File: config.mk
export PLATFORM = sky130hd
export DESIGN_NAME = mux_ctrl
export DESIGN_NICKNAME = d
export VERILOG_FILES = /design/src/hdl/mux_ctrl_pkg.sv /design/src/hdl/mux_pin_port.sv /design/src/hdl/mux_ctrl.sv
export SDC_FILE = /design/constraint.sdc
export NUM_CORES = 1
export LEC_CHECK = 0
export ABC_AREA = 1
export BUFFER_PORTS_ARGS = -buffer_cell sky130_fd_sc_hd__buf_2
export CAP_MARGIN = 20
export CORE_ASPECT_RATIO = 1.75
export CORE_MARGIN = 2
export CORE_UTILIZATION = 53
export CTS_CLUSTER_SIZE = 14
export DETAILED_ROUTE_END_ITERATION = 8
export PLACE_DENSITY = 0.85
export SLEW_MARGIN = 20
export SYNTH_ARGS = -nofsm -noshare
export SYNTH_HDL_FRONTEND = slang
export SYNTH_HIERARCHICAL = 1
export SYNTH_SLANG_ARGS = --single-unit
File: constraint.sdc
create_clock -name clk_i -period 2.28 [get_ports clk_i]
set_clock_uncertainty 0.15 [all_clocks]
set_input_delay 0.342 -clock clk_i [delete_from_list [all_inputs] [get_ports clk_i]]
set_output_delay 0.342 -clock clk_i [all_outputs]
set_load 0.02 [all_outputs]
File: src/hdl/mux_ctrl_pkg.sv
// constants and carriers for the four-channel amplifier latch controller
// assumes a 250 MHz clock and a clockless latch device on plain pins
package mux_ctrl_pkg;
    localparam int unsigned CLK_PERIOD_PS = 4000;
    localparam int unsigned T_PULSE_NS = 100;
    localparam int unsigned T_SETUP_NS = 100;
    localparam int unsigned T_HOLD_NS = 50;
    localparam int unsigned PULSE_CYC = (T_PULSE_NS * 1000 + CLK_PERIOD_PS - 1) / CLK_PERIOD_PS;
    localparam int unsigned SETUP_CYC = (T_SETUP_NS * 1000 + CLK_PERIOD_PS - 1) / CLK_PERIOD_PS;
    localparam int unsigned HOLD_CYC = (T_HOLD_NS * 1000 + CLK_PERIOD_PS - 1) / CLK_PERIOD_PS;
    localparam int unsigned CNT_W = 8;
    localparam int unsigned N_DEV = 2;
    localparam logic [3:0] ADDR_CTRL = 4'h0;
    localparam logic [3:0] ADDR_STAT = 4'h4;
    localparam logic [3:0] ADDR_SHADOW = 4'h8;
    localparam int unsigned CTRL_CH_LSB = 0;
    localparam int unsigned CTRL_EN_BIT = 2;
    localparam int unsigned CTRL_DEV_LSB = 4;
    localparam int unsigned CTRL_STAND_BIT = 8;
    localparam int unsigned STAT_BUSY_BIT = 0;
    localparam int unsigned STAT_INIT_BIT = 1;
    localparam int unsigned STAT_ACT_LSB = 4;
    localparam int unsigned SHADOW_BITS = 4;

    typedef struct packed {
        logic [1:0] chan;
        logic en_n;
    } latch_word_s;

    typedef struct packed {
        logic cs_n;
        logic wr_n;
        latch_word_s data;
    } mux_pins_s;

    typedef enum logic [3:0] {
        ST_IDLE = 4'b0001,
        ST_SETUP = 4'b0010,
        ST_LOW = 4'b0100,
        ST_HOLD = 4'b1000
    } wr_state_e;
endpackage

File: src/hdl/mux_pin_port.sv
// one device's pin driver: strobes and data come straight from flops
// assumes level strobe requests from the sequencer on the same clock
`timescale 1ns/1ps
module mux_pin_port
    import mux_ctrl_pkg::*;
(
    input wire logic clk_i,
    input wire logic rstn_i,
    input wire logic stand_i,
    input wire logic cs_i,
    input wire logic wr_i,
    input wire mux_ctrl_pkg::latch_word_s word_i,
    output mux_ctrl_pkg::mux_pins_s pins_o
);
    typedef struct packed {
        mux_pins_s pins;
    } port_state_s;

    port_state_s s_q;
    port_state_s s_d;

    always_comb
    begin
        s_d = s_q;
        s_d.pins.data = word_i;
        if (stand_i)
        begin
            s_d.pins.cs_n = 1'b0;
            s_d.pins.wr_n = 1'b0;
        end
        else
        begin
            s_d.pins.cs_n = ~cs_i;
            s_d.pins.wr_n = ~wr_i;
        end
    end

    always_ff @(posedge clk_i or negedge rstn_i)
    begin
        if (!rstn_i)
        begin
            s_q <= '{pins: '{cs_n: 1'b1, wr_n: 1'b1, data: '{chan: 2'h0, en_n: 1'b1}}};
        end
        else
        begin
            s_q <= s_d;
        end
    end

    assign pins_o = s_q.pins;
endmodule // mux_pin_port

File: src/hdl/mux_ctrl.sv
// host controller for paralleled four-channel latch amplifiers over wishbone
// assumes classic wishbone master; devices share one output node
`timescale 1ns/1ps
module mux_ctrl
    import mux_ctrl_pkg::*;
#(
    parameter int unsigned NDEV = mux_ctrl_pkg::N_DEV
)
(
    input wire logic clk_i,
    input wire logic rstn_i,
    input wire logic cyc_i,
    input wire logic stb_i,
    input wire logic we_i,
    input wire logic [3:0] adr_i,
    input wire logic [3:0] sel_i,
    input wire logic [31:0] dat_i,
    output logic [31:0] dat_o,
    output logic ack_o,
    output mux_ctrl_pkg::mux_pins_s [NDEV-1:0] pins_o
);
    import mux_ctrl_pkg::*;

    localparam int unsigned DW = $clog2(NDEV) > 0 ? $clog2(NDEV) : 1;

    typedef struct packed {
        wr_state_e st;
        logic [CNT_W-1:0] cnt;
        logic [1:0] chan;
        logic en;
        logic [DW-1:0] dev;
        logic [DW-1:0] tgt;
        logic phase;
        logic stand;
        logic init;
        logic ack;
        logic [31:0] rdat;
        logic [NDEV-1:0] act;
        logic [NDEV-1:0] cs;
        logic [NDEV-1:0] wr;
        latch_word_s [NDEV-1:0] word;
    } ctrl_state_s;

    ctrl_state_s s_q;
    ctrl_state_s s_d;

    function automatic logic [CNT_W-1:0] cyc_of(input int unsigned n);
        cyc_of = CNT_W'(n);
    endfunction

    function automatic logic [31:0] shadow_of(input logic [NDEV-1:0] act,
                                              input logic [1:0] chan);
        logic [31:0] r;
        r = '0;
        r[NDEV-1:0] = act;
        r[SHADOW_BITS+1:SHADOW_BITS] = chan;
        shadow_of = r;
    endfunction

    wire logic wb_req = cyc_i & stb_i & ~s_q.ack;
    wire logic busy = (s_q.st != ST_IDLE);

    always_comb
    begin
        s_d = s_q;
        s_d.ack = 1'b0;
        if (wb_req)
        begin
            s_d.ack = 1'b1;
            s_d.rdat = '0;
            unique case (adr_i)
                ADDR_CTRL:
                begin
                    s_d.rdat[CTRL_CH_LSB+1:CTRL_CH_LSB] = s_q.chan;
                    s_d.rdat[CTRL_EN_BIT] = s_q.en;
                    s_d.rdat[CTRL_DEV_LSB+DW-1:CTRL_DEV_LSB] = s_q.dev;
                    s_d.rdat[CTRL_STAND_BIT] = s_q.stand;
                    if (we_i && sel_i[0] && !busy)
                    begin
                        // a write always carries code and enable together
                        s_d.chan = dat_i[CTRL_CH_LSB+1:CTRL_CH_LSB];
                        s_d.en = dat_i[CTRL_EN_BIT];
                        s_d.dev = dat_i[CTRL_DEV_LSB+DW-1:CTRL_DEV_LSB];
                        s_d.tgt = '0;
                        s_d.phase = 1'b0;
                        s_d.cnt = cyc_of(SETUP_CYC);
                        s_d.st = ST_SETUP;
                        // first pass turns every device off, the chosen one too, break before make
                        for (int i = 0; i < NDEV; i++)
                        begin
                            s_d.word[i].en_n = 1'b1;
                        end
                    end
                    if (we_i && sel_i[1] && !busy)
                    begin
                        s_d.stand = dat_i[CTRL_STAND_BIT];
                    end
                end
                ADDR_STAT:
                begin
                    s_d.rdat[STAT_BUSY_BIT] = busy;
                    s_d.rdat[STAT_INIT_BIT] = s_q.init;
                    s_d.rdat[STAT_ACT_LSB+NDEV-1:STAT_ACT_LSB] = s_q.act;
                end
                ADDR_SHADOW:
                begin
                    s_d.rdat = shadow_of(s_q.act, s_q.chan);
                end
                default:
                begin
                    s_d.rdat = '0;
                end
            endcase
        end

        unique case (s_q.st)
            ST_IDLE:
            begin
            end
            ST_SETUP:
            begin
                // data settles first; select and strobe fall together later
                s_d.word[s_q.tgt].chan = s_q.chan;
                if (s_q.phase && s_q.tgt == s_q.dev)
                begin
                    s_d.word[s_q.tgt].en_n = ~s_q.en;
                end
                if (s_q.cnt > cyc_of(1))
                begin
                    s_d.cnt = s_q.cnt - cyc_of(1);
                end
                else
                begin
                    s_d.cs[s_q.tgt] = 1'b1;
                    s_d.wr[s_q.tgt] = 1'b1;
                    s_d.cnt = cyc_of(PULSE_CYC > SETUP_CYC ? PULSE_CYC : SETUP_CYC);
                    s_d.st = ST_LOW;
                end
            end
            ST_LOW:
            begin
                if (s_q.cnt > cyc_of(1))
                begin
                    s_d.cnt = s_q.cnt - cyc_of(1);
                end
                else
                begin
                    s_d.wr[s_q.tgt] = 1'b0;
                    s_d.cs[s_q.tgt] = 1'b0;
                    s_d.cnt = cyc_of(HOLD_CYC);
                    s_d.st = ST_HOLD;
                end
            end
            ST_HOLD:
            begin
                // word and high strobe kept through hold time
                if (s_q.cnt > cyc_of(1))
                begin
                    s_d.cnt = s_q.cnt - cyc_of(1);
                end
                else if (s_q.tgt != DW'(NDEV - 1))
                begin
                    s_d.tgt = s_q.tgt + DW'(1);
                    s_d.cnt = cyc_of(SETUP_CYC);
                    s_d.st = ST_SETUP;
                end
                else if (!s_q.phase)
                begin
                    // second pass enables only the chosen device
                    s_d.phase = 1'b1;
                    s_d.act = '0;
                    s_d.tgt = '0;
                    s_d.cnt = cyc_of(SETUP_CYC);
                    s_d.st = ST_SETUP;
                end
                else
                begin
                    if (s_q.en)
                    begin
                        s_d.act[s_q.dev] = 1'b1;
                    end
                    s_d.init = 1'b1;
                    s_d.st = ST_IDLE;
                end
            end
            default:
            begin
                s_d.st = ST_IDLE;
            end
        endcase
    end

    always_ff @(posedge clk_i or negedge rstn_i)
    begin
        if (!rstn_i)
        begin
            s_q <= '0;
            s_q.st <= ST_IDLE;
            for (int i = 0; i < NDEV; i++)
            begin
                s_q.word[i].en_n <= 1'b1;
            end
        end
        else
        begin
            s_q <= s_d;
        end
    end

    for (genvar g = 0; g < NDEV; g++)
    begin : g_port
        mux_pin_port u_port (
            .clk_i(clk_i),
            .rstn_i(rstn_i),
            .stand_i(s_q.stand),
            .cs_i(s_q.cs[g]),
            .wr_i(s_q.wr[g]),
            .word_i(s_q.word[g]),
            .pins_o(pins_o[g])
        );
    end

    assign dat_o = s_q.rdat;
    assign ack_o = s_q.ack;
endmodule // mux_ctrl

**After elaboration in Yosys (flattened, before gate mapping)**

Index checks and enable logic that the tools add are counted.

- Bits in read-only memories: 0
- Bits in writable memories: 0
- Input bits: 45
- Memories: 0
- Bits in registers: 49
- Latch bits: 0

- Shifts and indexed selects: 0
- Equal/unequal tests: 11
- Reduce and logical (&&, ||, !) cells: 15
- Bitwise operators: 15
- $add $sub $neg: 2
- Order comparisons: 5
- $mul: 0
- Div/mod/pow operators: 0
- Multiplexer cells: 51

Operators with widths:

| operator | number |
|---|---|
| 2-to-1 mux 19 bit | 2 |
| 2-to-1 mux 33 bit | 1 |
| 2-to-1 mux 8 bit | 4 |
| 2-to-1 mux 4 bit | 6 |
| one-hot mux 8 bit (3 select lines) | 1 |
| 2-to-1 mux 18 bit | 1 |
| 2-to-1 mux 2 bit | 8 |
| one-hot mux 4 bit (4 select lines) | 1 |
| 2-to-1 mux 1 bit | 14 |
| bitwise mux 6 bit | 2 |
| 2-to-1 mux 10 bit | 1 |
| AND reduction 3 bit | 3 |
| == test 4 x 3 -> 1 bit, second input constant | 2 |
| == test 4 bit, second input constant | 2 |
| greater-than comparator 8 x 1 -> 1 bit, second input constant | 1 |
| one-hot mux 4 bit (2 select lines) | 1 |
| AND reduction 4 bit | 2 |
| subtractor 8 x 1 -> 8 bit, second input constant | 1 |
| logical AND 1 bit | 7 |
| NOT 1 bit | 7 |
| demux 3 bit (select 1 bit) | 2 |
| 2-to-1 mux 6 bit | 1 |
| OR 2 bit | 3 |
| one-hot mux 2 bit (3 select lines) | 1 |
| other kinds (19) | 25 |

**Logic depth before layout (Yosys ltp)**

Gate-level depths: netlist (run 1).

- Word-level depth: 10
- Mapped depth: 10
- Mapped depth without buffers: 9

**Modules after synthesis**

Netlist (run 1), hierarchy kept.

By module, submodules not included:

| module | cells each | seq. area each (um2) | area an instance (um2) | instances |
|---|---|---|---|---|
| mux_ctrl | 291 | 929.6 | 2195.9 | 1 |
| mux_pin_port | 7 | 128.9 | 136.4 | 2 |

**Least setup slack after synthesis (run 1)**

Ideal clock, no wire load.

- Kind: reg2reg
- Start: register s_q[53] in the netlist's numbering
- End: register s_q[59] in the netlist's numbering
- Cell stages (with the launch flop): 10
- Slack: 0.717 ns
- Data required time: 2.013 ns
- Buffers on the path: 0
- Arrival: 1.296 ns
- Cells stage by stage: dfrtp_1 inv_1 ha_1 nor2_1 nor2_1 nand2_2 nand2_1 inv_1 nand3_1 nand2_1

RTL lines:

| element | line | RTL |
|---|---|---|
| start, declared | mux_ctrl.sv:44 | `ctrl_state_s s_q;` |

==> impl_metrics.env, run 1 <==
export IMPL_outcome="finished, violations left"
export IMPL_r2r_end="s_q[58]$_DFF_PN0_"
export IMPL_ys_seq_elements=47
export IMPL_grt_max_degree=41
export IMPL_post_cts_buffers=0
export IMPL_cp_arrival_ns=1.92
export IMPL_critical_path_buf_inv_count=2
export IMPL_io_buffers=32
export IMPL_synthCells=305
export IMPL_hold_class="in2async"
export IMPL_synth_edf_count=0
export IMPL_clk_latency_ns=0.30
export IMPL_drtPass1Iterations=4
export IMPL_vias=1947
export IMPL_area_growth_syn_to_layout_pct=7.10
export IMPL_rr_startpoint="s_q[53]$_DFF_PN0_"
export IMPL_report_power_total_w=0.00164
export IMPL_cp_start_kind="flip-flop"
export IMPL_violations="negative hold slack"
export IMPL_path_cells="inv_1 > ha_1 > nor2_1 > nor2_1 > nand2_2 > nand2_1 > inv_1 > nand2_1 > nand2_1"
export IMPL_start_util_pct=55.5
export IMPL_fin_nets=384
export IMPL_coreArea_um2=4440
export IMPL_fin_crit_sh_pct=82.5
export IMPL_crit_fanout=9
export IMPL_tightest_slew_ns=0.851
export IMPL_drv_cap=0
export IMPL_critPathSlowestCell="dfrtp_1"
export IMPL_n_antenna_cell=0
export IMPL_die_w_um=55.6
export IMPL_grt_overflow_total=0
export IMPL_fin_setup_tns_ns=0
export IMPL_critPathKind="reg2reg"
export IMPL_drive_gt1_share_pct=20.1
export IMPL_yosysMostFrequentCell="nand2_1"
export IMPL_cts_sinks=47
export IMPL_dieArea_um2=5240
export IMPL_cts_tree="yes"
export IMPL_drt_iter0_drc=73
export IMPL_cp_common_cell="nand2_1"
export IMPL_htreeDepth=2
export IMPL_power_density_nw_per_um2=622
export IMPL_synth_distinct_cells=28
export IMPL_crit_family="simple AND/OR/NAND/NOR gates"
export IMPL_fmax_mhz=532
export IMPL_cts_root_buffer="clkbuf_8"
export IMPL_peakVddDrop_v=0.000448
export IMPL_wirelength_um=4610
export IMPL_hold_slack_ns=-0.0176
export IMPL_critPathLaunch="s_q[53]$_DFF_PN0_"
export IMPL_slowest_delay_ns=0.41
export IMPL_yosysTopAreaCellShare_pct=38.5
export IMPL_rsz0062_at_grt="false"
export IMPL_wire_per_inst_um=11.9
export IMPL_fin_crit_ns=1.88
export IMPL_gp_congestion=0.860
export IMPL_dp_slack_ns=0.451
export IMPL_ff2ff_setup_slack_ns=0.40
export IMPL_grt_total_usage_pct=18.5
export IMPL_yosysTopAreaCell="dfrtp_1"
export IMPL_leakagePower_nw=1.46
export IMPL_fp_row_count=32
export IMPL_drtAntennaViolNets=0
export IMPL_drc=0
export IMPL_path_clk_slew_ns=0.09
export IMPL_finalHoldViolations=9
export IMPL_slew_headroom_pct=43.3
export IMPL_viasPerCell=5.01
export IMPL_netlist_top_cells_count="nand2_1, dfrtp_1, buf_4"
export IMPL_synth_warnings=6
export IMPL_grt_pass1_vias=1858
export IMPL_synth_avg_cell_area_um2=8.09
export IMPL_antenna_found_initial=0
export IMPL_dp_hpwl_um=3560
export IMPL_endpoint_kind="flip-flop"
export IMPL_hold_buffers=0
export IMPL_ys_top_cells_by_area="dfrtp_1, nand2_1, buf_4"
export IMPL_synth_ff_type="dfrtp_1"
export IMPL_rr_worst_depth=9
export IMPL_die_h_um=94.3
export IMPL_fin_ws_ns=0.399
export IMPL_cp_required_ns=2.32
export IMPL_cts_max_path_buffers=2
export IMPL_grt_pass1_wl_um=7650
export IMPL_cts_resized_gates=0
export IMPL_pin_count=88
export IMPL_syn_area_um2=2470
export IMPL_ys_seq_area_share_pct=48.1
export IMPL_maxSlewViolCount=0
export IMPL_finalSetupViolCount=0
export IMPL_synthArstFlopShare_pct=100
export IMPL_cts_buffers=5
[layout by cell type (no fill, tap or decap)]
| cell | instances |
|---|---|
| nand4_2 | 1 |
| nand2_2 | 4 |
| or2_1 | 1 |
| a21oi_1 | 9 |
| a31oi_1 | 1 |
| inv_2 | 2 |
| xor2_1 | 1 |
| nor2_4 | 2 |
| inv_1 | 32 |
| ha_1 | 2 |
| nor2_1 | 28 |
| nor4_1 | 1 |
| nand3_1 | 18 |
| dfstp_2 | 9 |
| o21ai_0 | 23 |
| nand2_1 | 80 |
| dfrtp_1 | 38 |
| nand3_2 | 3 |
| o21ai_1 | 2 |
| nor2_2 | 4 |
| clkinvlp_4 | 1 |
| clkinv_4 | 1 |
| nand4_1 | 5 |
| nand3b_1 | 1 |
| clkbuf_8 | 6 |
| xnor2_1 | 1 |
| nor3_1 | 1 |
| conb_1 | 26 |
| buf_4 | 3 |
| buf_2 | 32 |
[cell families after synthesis]
| kind of cell | count (synthesis) | synth area share (%) |
|---|---|---|
| adders and majority gates | 2 | 1.01 |
| and+or+nand+nor | 149 | 27.0 |
| buffers and inverters | 69 | 15.9 |
| AOI/OAI and AO/OA | 35 | 7.15 |
| xor gates and xnor gates | 2 | 0.710 |
| other | 1 | 0.152 |
| DFF | 47 | 48.1 |
[area by class of cell]
type	instances	area [um^2]
Fill cell	394	1800
Clock inverter	2	16.3
Clock buffer	6	82.6
Inverter	34	128
Multi-Input combinational cell	214	983
Tap cell	51	63.8
Timing Repair Buffer	35	183
Sequential cell	47	1190
[worst max path at each step]
stage / endpoint / slack [ns] / depth (start not counted)
after floorplan: s_q[59]$_DFF_PN0_ / 0.72 / 9
after global placement: s_q[59]$_DFF_PN0_ / 0.53 / 9
after detailed placement: s_q[55]$_DFF_PN0_ / 0.45 / 9
after CTS: s_q[58]$_DFF_PN0_ / 0.41 / 9
after global routing: s_q[60]$_DFF_PN0_ / 0.25 / 9
final: s_q[58]$_DFF_PN0_ / 0.40 / 9
[where the power goes]
group / internal [W] / switching (W) / leakage [nW] / total [W]
combinational: 0.0000587 / 0.000149 / 0.847 / 0.000208
sequential: 0.000879 / 0.0000302 / 0.561 / 0.000909
clock: 0.000248 / 0.000280 / 0.0474 / 0.000528
total: 0.00119 / 0.000459 / 1.46 / 0.00164
[through the flow]
step	std cells	hold WS [ns]	area (um^2)	util, %
floorplan	330	-0.104	2560	-
global placement	381	0.213	2540	57.3
detailed placement	381	0.213	2540	57.3
CTS	389	0.0200	2640	59.5
global route	389	0.0608	2640	59.5
finish	389	-0.0176	2640	59.5
[worst register-to-register path: cells and delay by family, from the launching register on]
kind,cells,cell delay (ns)
buffers and inverters,2,0.25
AND/OR/NAND/NOR,6,0.66
flip-flops,1,0.41
adder cells (fa/ha/maj),1,0.31
[routing by layer]
layer  up-vias  track usage, %  share of wire [%]
li1        966               -                  -
met1       906            18.5                 38
met2        59            35.7                 55
met3        16            2.75                4.2
met4         0            9.55                3.3
met5         -               0                  0
Power figures use the tool's default switching activity.
==> run 2: changes to the inputs <==
- CORE_UTILIZATION: 53 -> 45
- PLACE_DENSITY: 0.85 -> 0.77
- clock period: 2.28 -> 1.61 ns (I/O delays scaled with it)
==> run 2 against run 1 <==
Compared with the run above: the run ends with negative setup slack left; sequential cell count unchanged; final area up 20%; register-to-register slack worse by 0.52 ns.
==> impl_metrics.env, run 2 (synthesis results as in run 1) <==
export IMPL_outcome="finished, violations left"
export IMPL_violations="negative setup slack"
export IMPL_crit_family="flip-flops"
export IMPL_fin_crit_sh_pct=107
export IMPL_viasPerCell=5.10
export IMPL_fin_crit_ns=1.73
export IMPL_report_power_total_w=0.00257
export IMPL_drt_iter0_drc=77
export IMPL_grt_overflow_total=0
export IMPL_grt_max_degree=34
export IMPL_use_met2_pct=33.4
export IMPL_rsz0062_at_grt="true"
export IMPL_stdcell_area_um2=3180
export IMPL_cts_tree="yes"
export IMPL_drive_gt1_share_pct=34.7
export IMPL_cp_arrival_ns=1.84
export IMPL_critPathSlowestCell="dfrtp_2"
export IMPL_htreeDepth=2
export IMPL_cts_sinks=47
export IMPL_pin_count=88
export IMPL_drc=0
export IMPL_grt_pass1_vias=2012
export IMPL_final_common_cell="nand2_1"
export IMPL_maxSlewViolCount=0
export IMPL_die_w_um=60.0
export IMPL_clk_latency_ns=0.31
export IMPL_path_clk_slew_ns=0.09
export IMPL_fin_nets=415
export IMPL_finalHoldViolations=0
export IMPL_critical_path_buf_inv_count=2
export IMPL_die_h_um=102
export IMPL_wire_per_inst_um=13.9
export IMPL_fillers=441
export IMPL_fin_ws_ns=-0.119
export IMPL_area_growth_syn_to_layout_pct=28.9
export IMPL_gp_congestion=0.882
export IMPL_endpoint_kind="flip-flop"
export IMPL_vias=2258
export IMPL_grt_pass1_wl_um=8600
export IMPL_cts_buffers=5
export IMPL_cp_required_ns=1.72
export IMPL_power_density_nw_per_um2=806
export IMPL_drv_cap=0
export IMPL_slowest_delay_ns=0.46
export IMPL_grt_busiest_layer="met2"
export IMPL_leakagePower_nw=1.67
export IMPL_antenna_found_initial=0
export IMPL_fp_row_count=35
export IMPL_drtAntennaViolNets=0
export IMPL_io_buffers=32
export IMPL_fin_util_pct=60.1
export IMPL_cts_root_buffer="clkbuf_8"
export IMPL_coreArea_um2=5300
export IMPL_dieArea_um2=6120
export IMPL_dp_hpwl_um=3760
export IMPL_critPathKind="reg2reg"
export IMPL_grt_met1_usage_pct=18.6
export IMPL_fmax_mhz=578
export IMPL_dpl_cell_area_um2=2740
export IMPL_hold_class="in2reg"
export IMPL_n_antenna_cell=0
export IMPL_use_met3_pct=3.04
export IMPL_grt_total_usage_pct=18.5
export IMPL_drtPass1Iterations=4
export IMPL_cts_max_path_buffers=2
export IMPL_finalSetupViolCount=15
export IMPL_peakVddDrop_v=0.000335
export IMPL_cp_start_kind="flip-flop"
export IMPL_final_cell_mix="nand2_1, dfrtp_1, buf_2"
export IMPL_cp_common_cell="nand2_1"
export IMPL_path_cells="inv_2 > ha_4 > nor2_4 > nor2_4 > buf_4 > nand2_1 > a21oi_1 > nand2_1 > nand2_1"
export IMPL_crit_fanout=4
export IMPL_wirelength_um=6170
export IMPL_start_util_pct=46.6
==> run 2: power breakdown <==
part           switching [W]  internal (W)  leakage (nW)
clock network       0.000434      0.000468        0.0548
logic               0.000239      0.000127          1.05
registers          0.0000533       0.00124         0.561
total               0.000726       0.00184          1.67
==> run 2: through the flow <==
stage          hold slack, ns  setup slack (ns)  setup TNS (ns)  cells
6_report               0.0102            -0.119          -0.453    443
2_1_floorplan          -0.204            0.0466               0    330
5_1_grt                0.0230            -0.148           -1.95    443
3_5_place_dp           0.0155            -0.142          -0.772    423
4_1_cts                0.0145           -0.0114         -0.0380    438
3_3_place_gp          0.00662           -0.0982          -0.394    423
==> run 2: timing repair <==
action,4_1_cts,5_1_grt
pin swaps,6,15
cloned,1,2
setup endpoints to repair,12,26
hold buffers,4,0
gates resized for setup,9,49
setup buffers,2,3
endpoints found under the hold margin,17,0
==> run 2: worst register-to-register path, cell delays in order, from the launching register on <==
cell and delay (ns):
dfrtp_2 0.46, inv_2 0.09, ha_4 0.16, nor2_4 0.04
nor2_4 0.14, buf_4 0.13, nand2_1 0.10, a21oi_1 0.22
nand2_1 0.10, nand2_1 0.08
==> run 2: area by class of cell <==
class | instances | area [um^2] | area share (%)
Tap cell | 74 | 92.6 | 2.91
Multi-Input combinational cell | 215 | 1160 | 36.4
Inverter | 34 | 133 | 4.17
Clock buffer | 5 | 68.8 | 2.16
Sequential cell | 47 | 1190 | 37.3
Clock inverter | 3 | 46.3 | 1.45
Timing Repair Buffer | 65 | 497 | 15.6
==> run 2: worst paths after layout <==
kind                                   startpoint                                   end  slack (ns)  cells after the start
worst min register to register   s_q[0]$_DFF_PN1_  g_port[0].u_port/pins_o[0]$_DFF_PN1_        0.23                      0
worst max-delay path            s_q[53]$_DFF_PN0_                     s_q[55]$_DFF_PN0_       -0.12                      9
min in group asynchronous                  rstn_i                             async pin        0.20                      2
worst max register to register  s_q[53]$_DFF_PN0_                     s_q[55]$_DFF_PN0_       -0.12                      9
worst min-delay path                     dat_i[4]                   s_q[49]$_DFFE_PN0P_        0.01                      3
max in group asynchronous                  rstn_i  g_port[1].u_port/pins_o[4]$_DFF_PN1_        0.54                      3
==> run 2: metal layers <==
metal	vias up	wire length, um
li1	1037	-
met1	1069	2090
met2	119	3430
met3	33	317
met4	0	332
met5	-	0
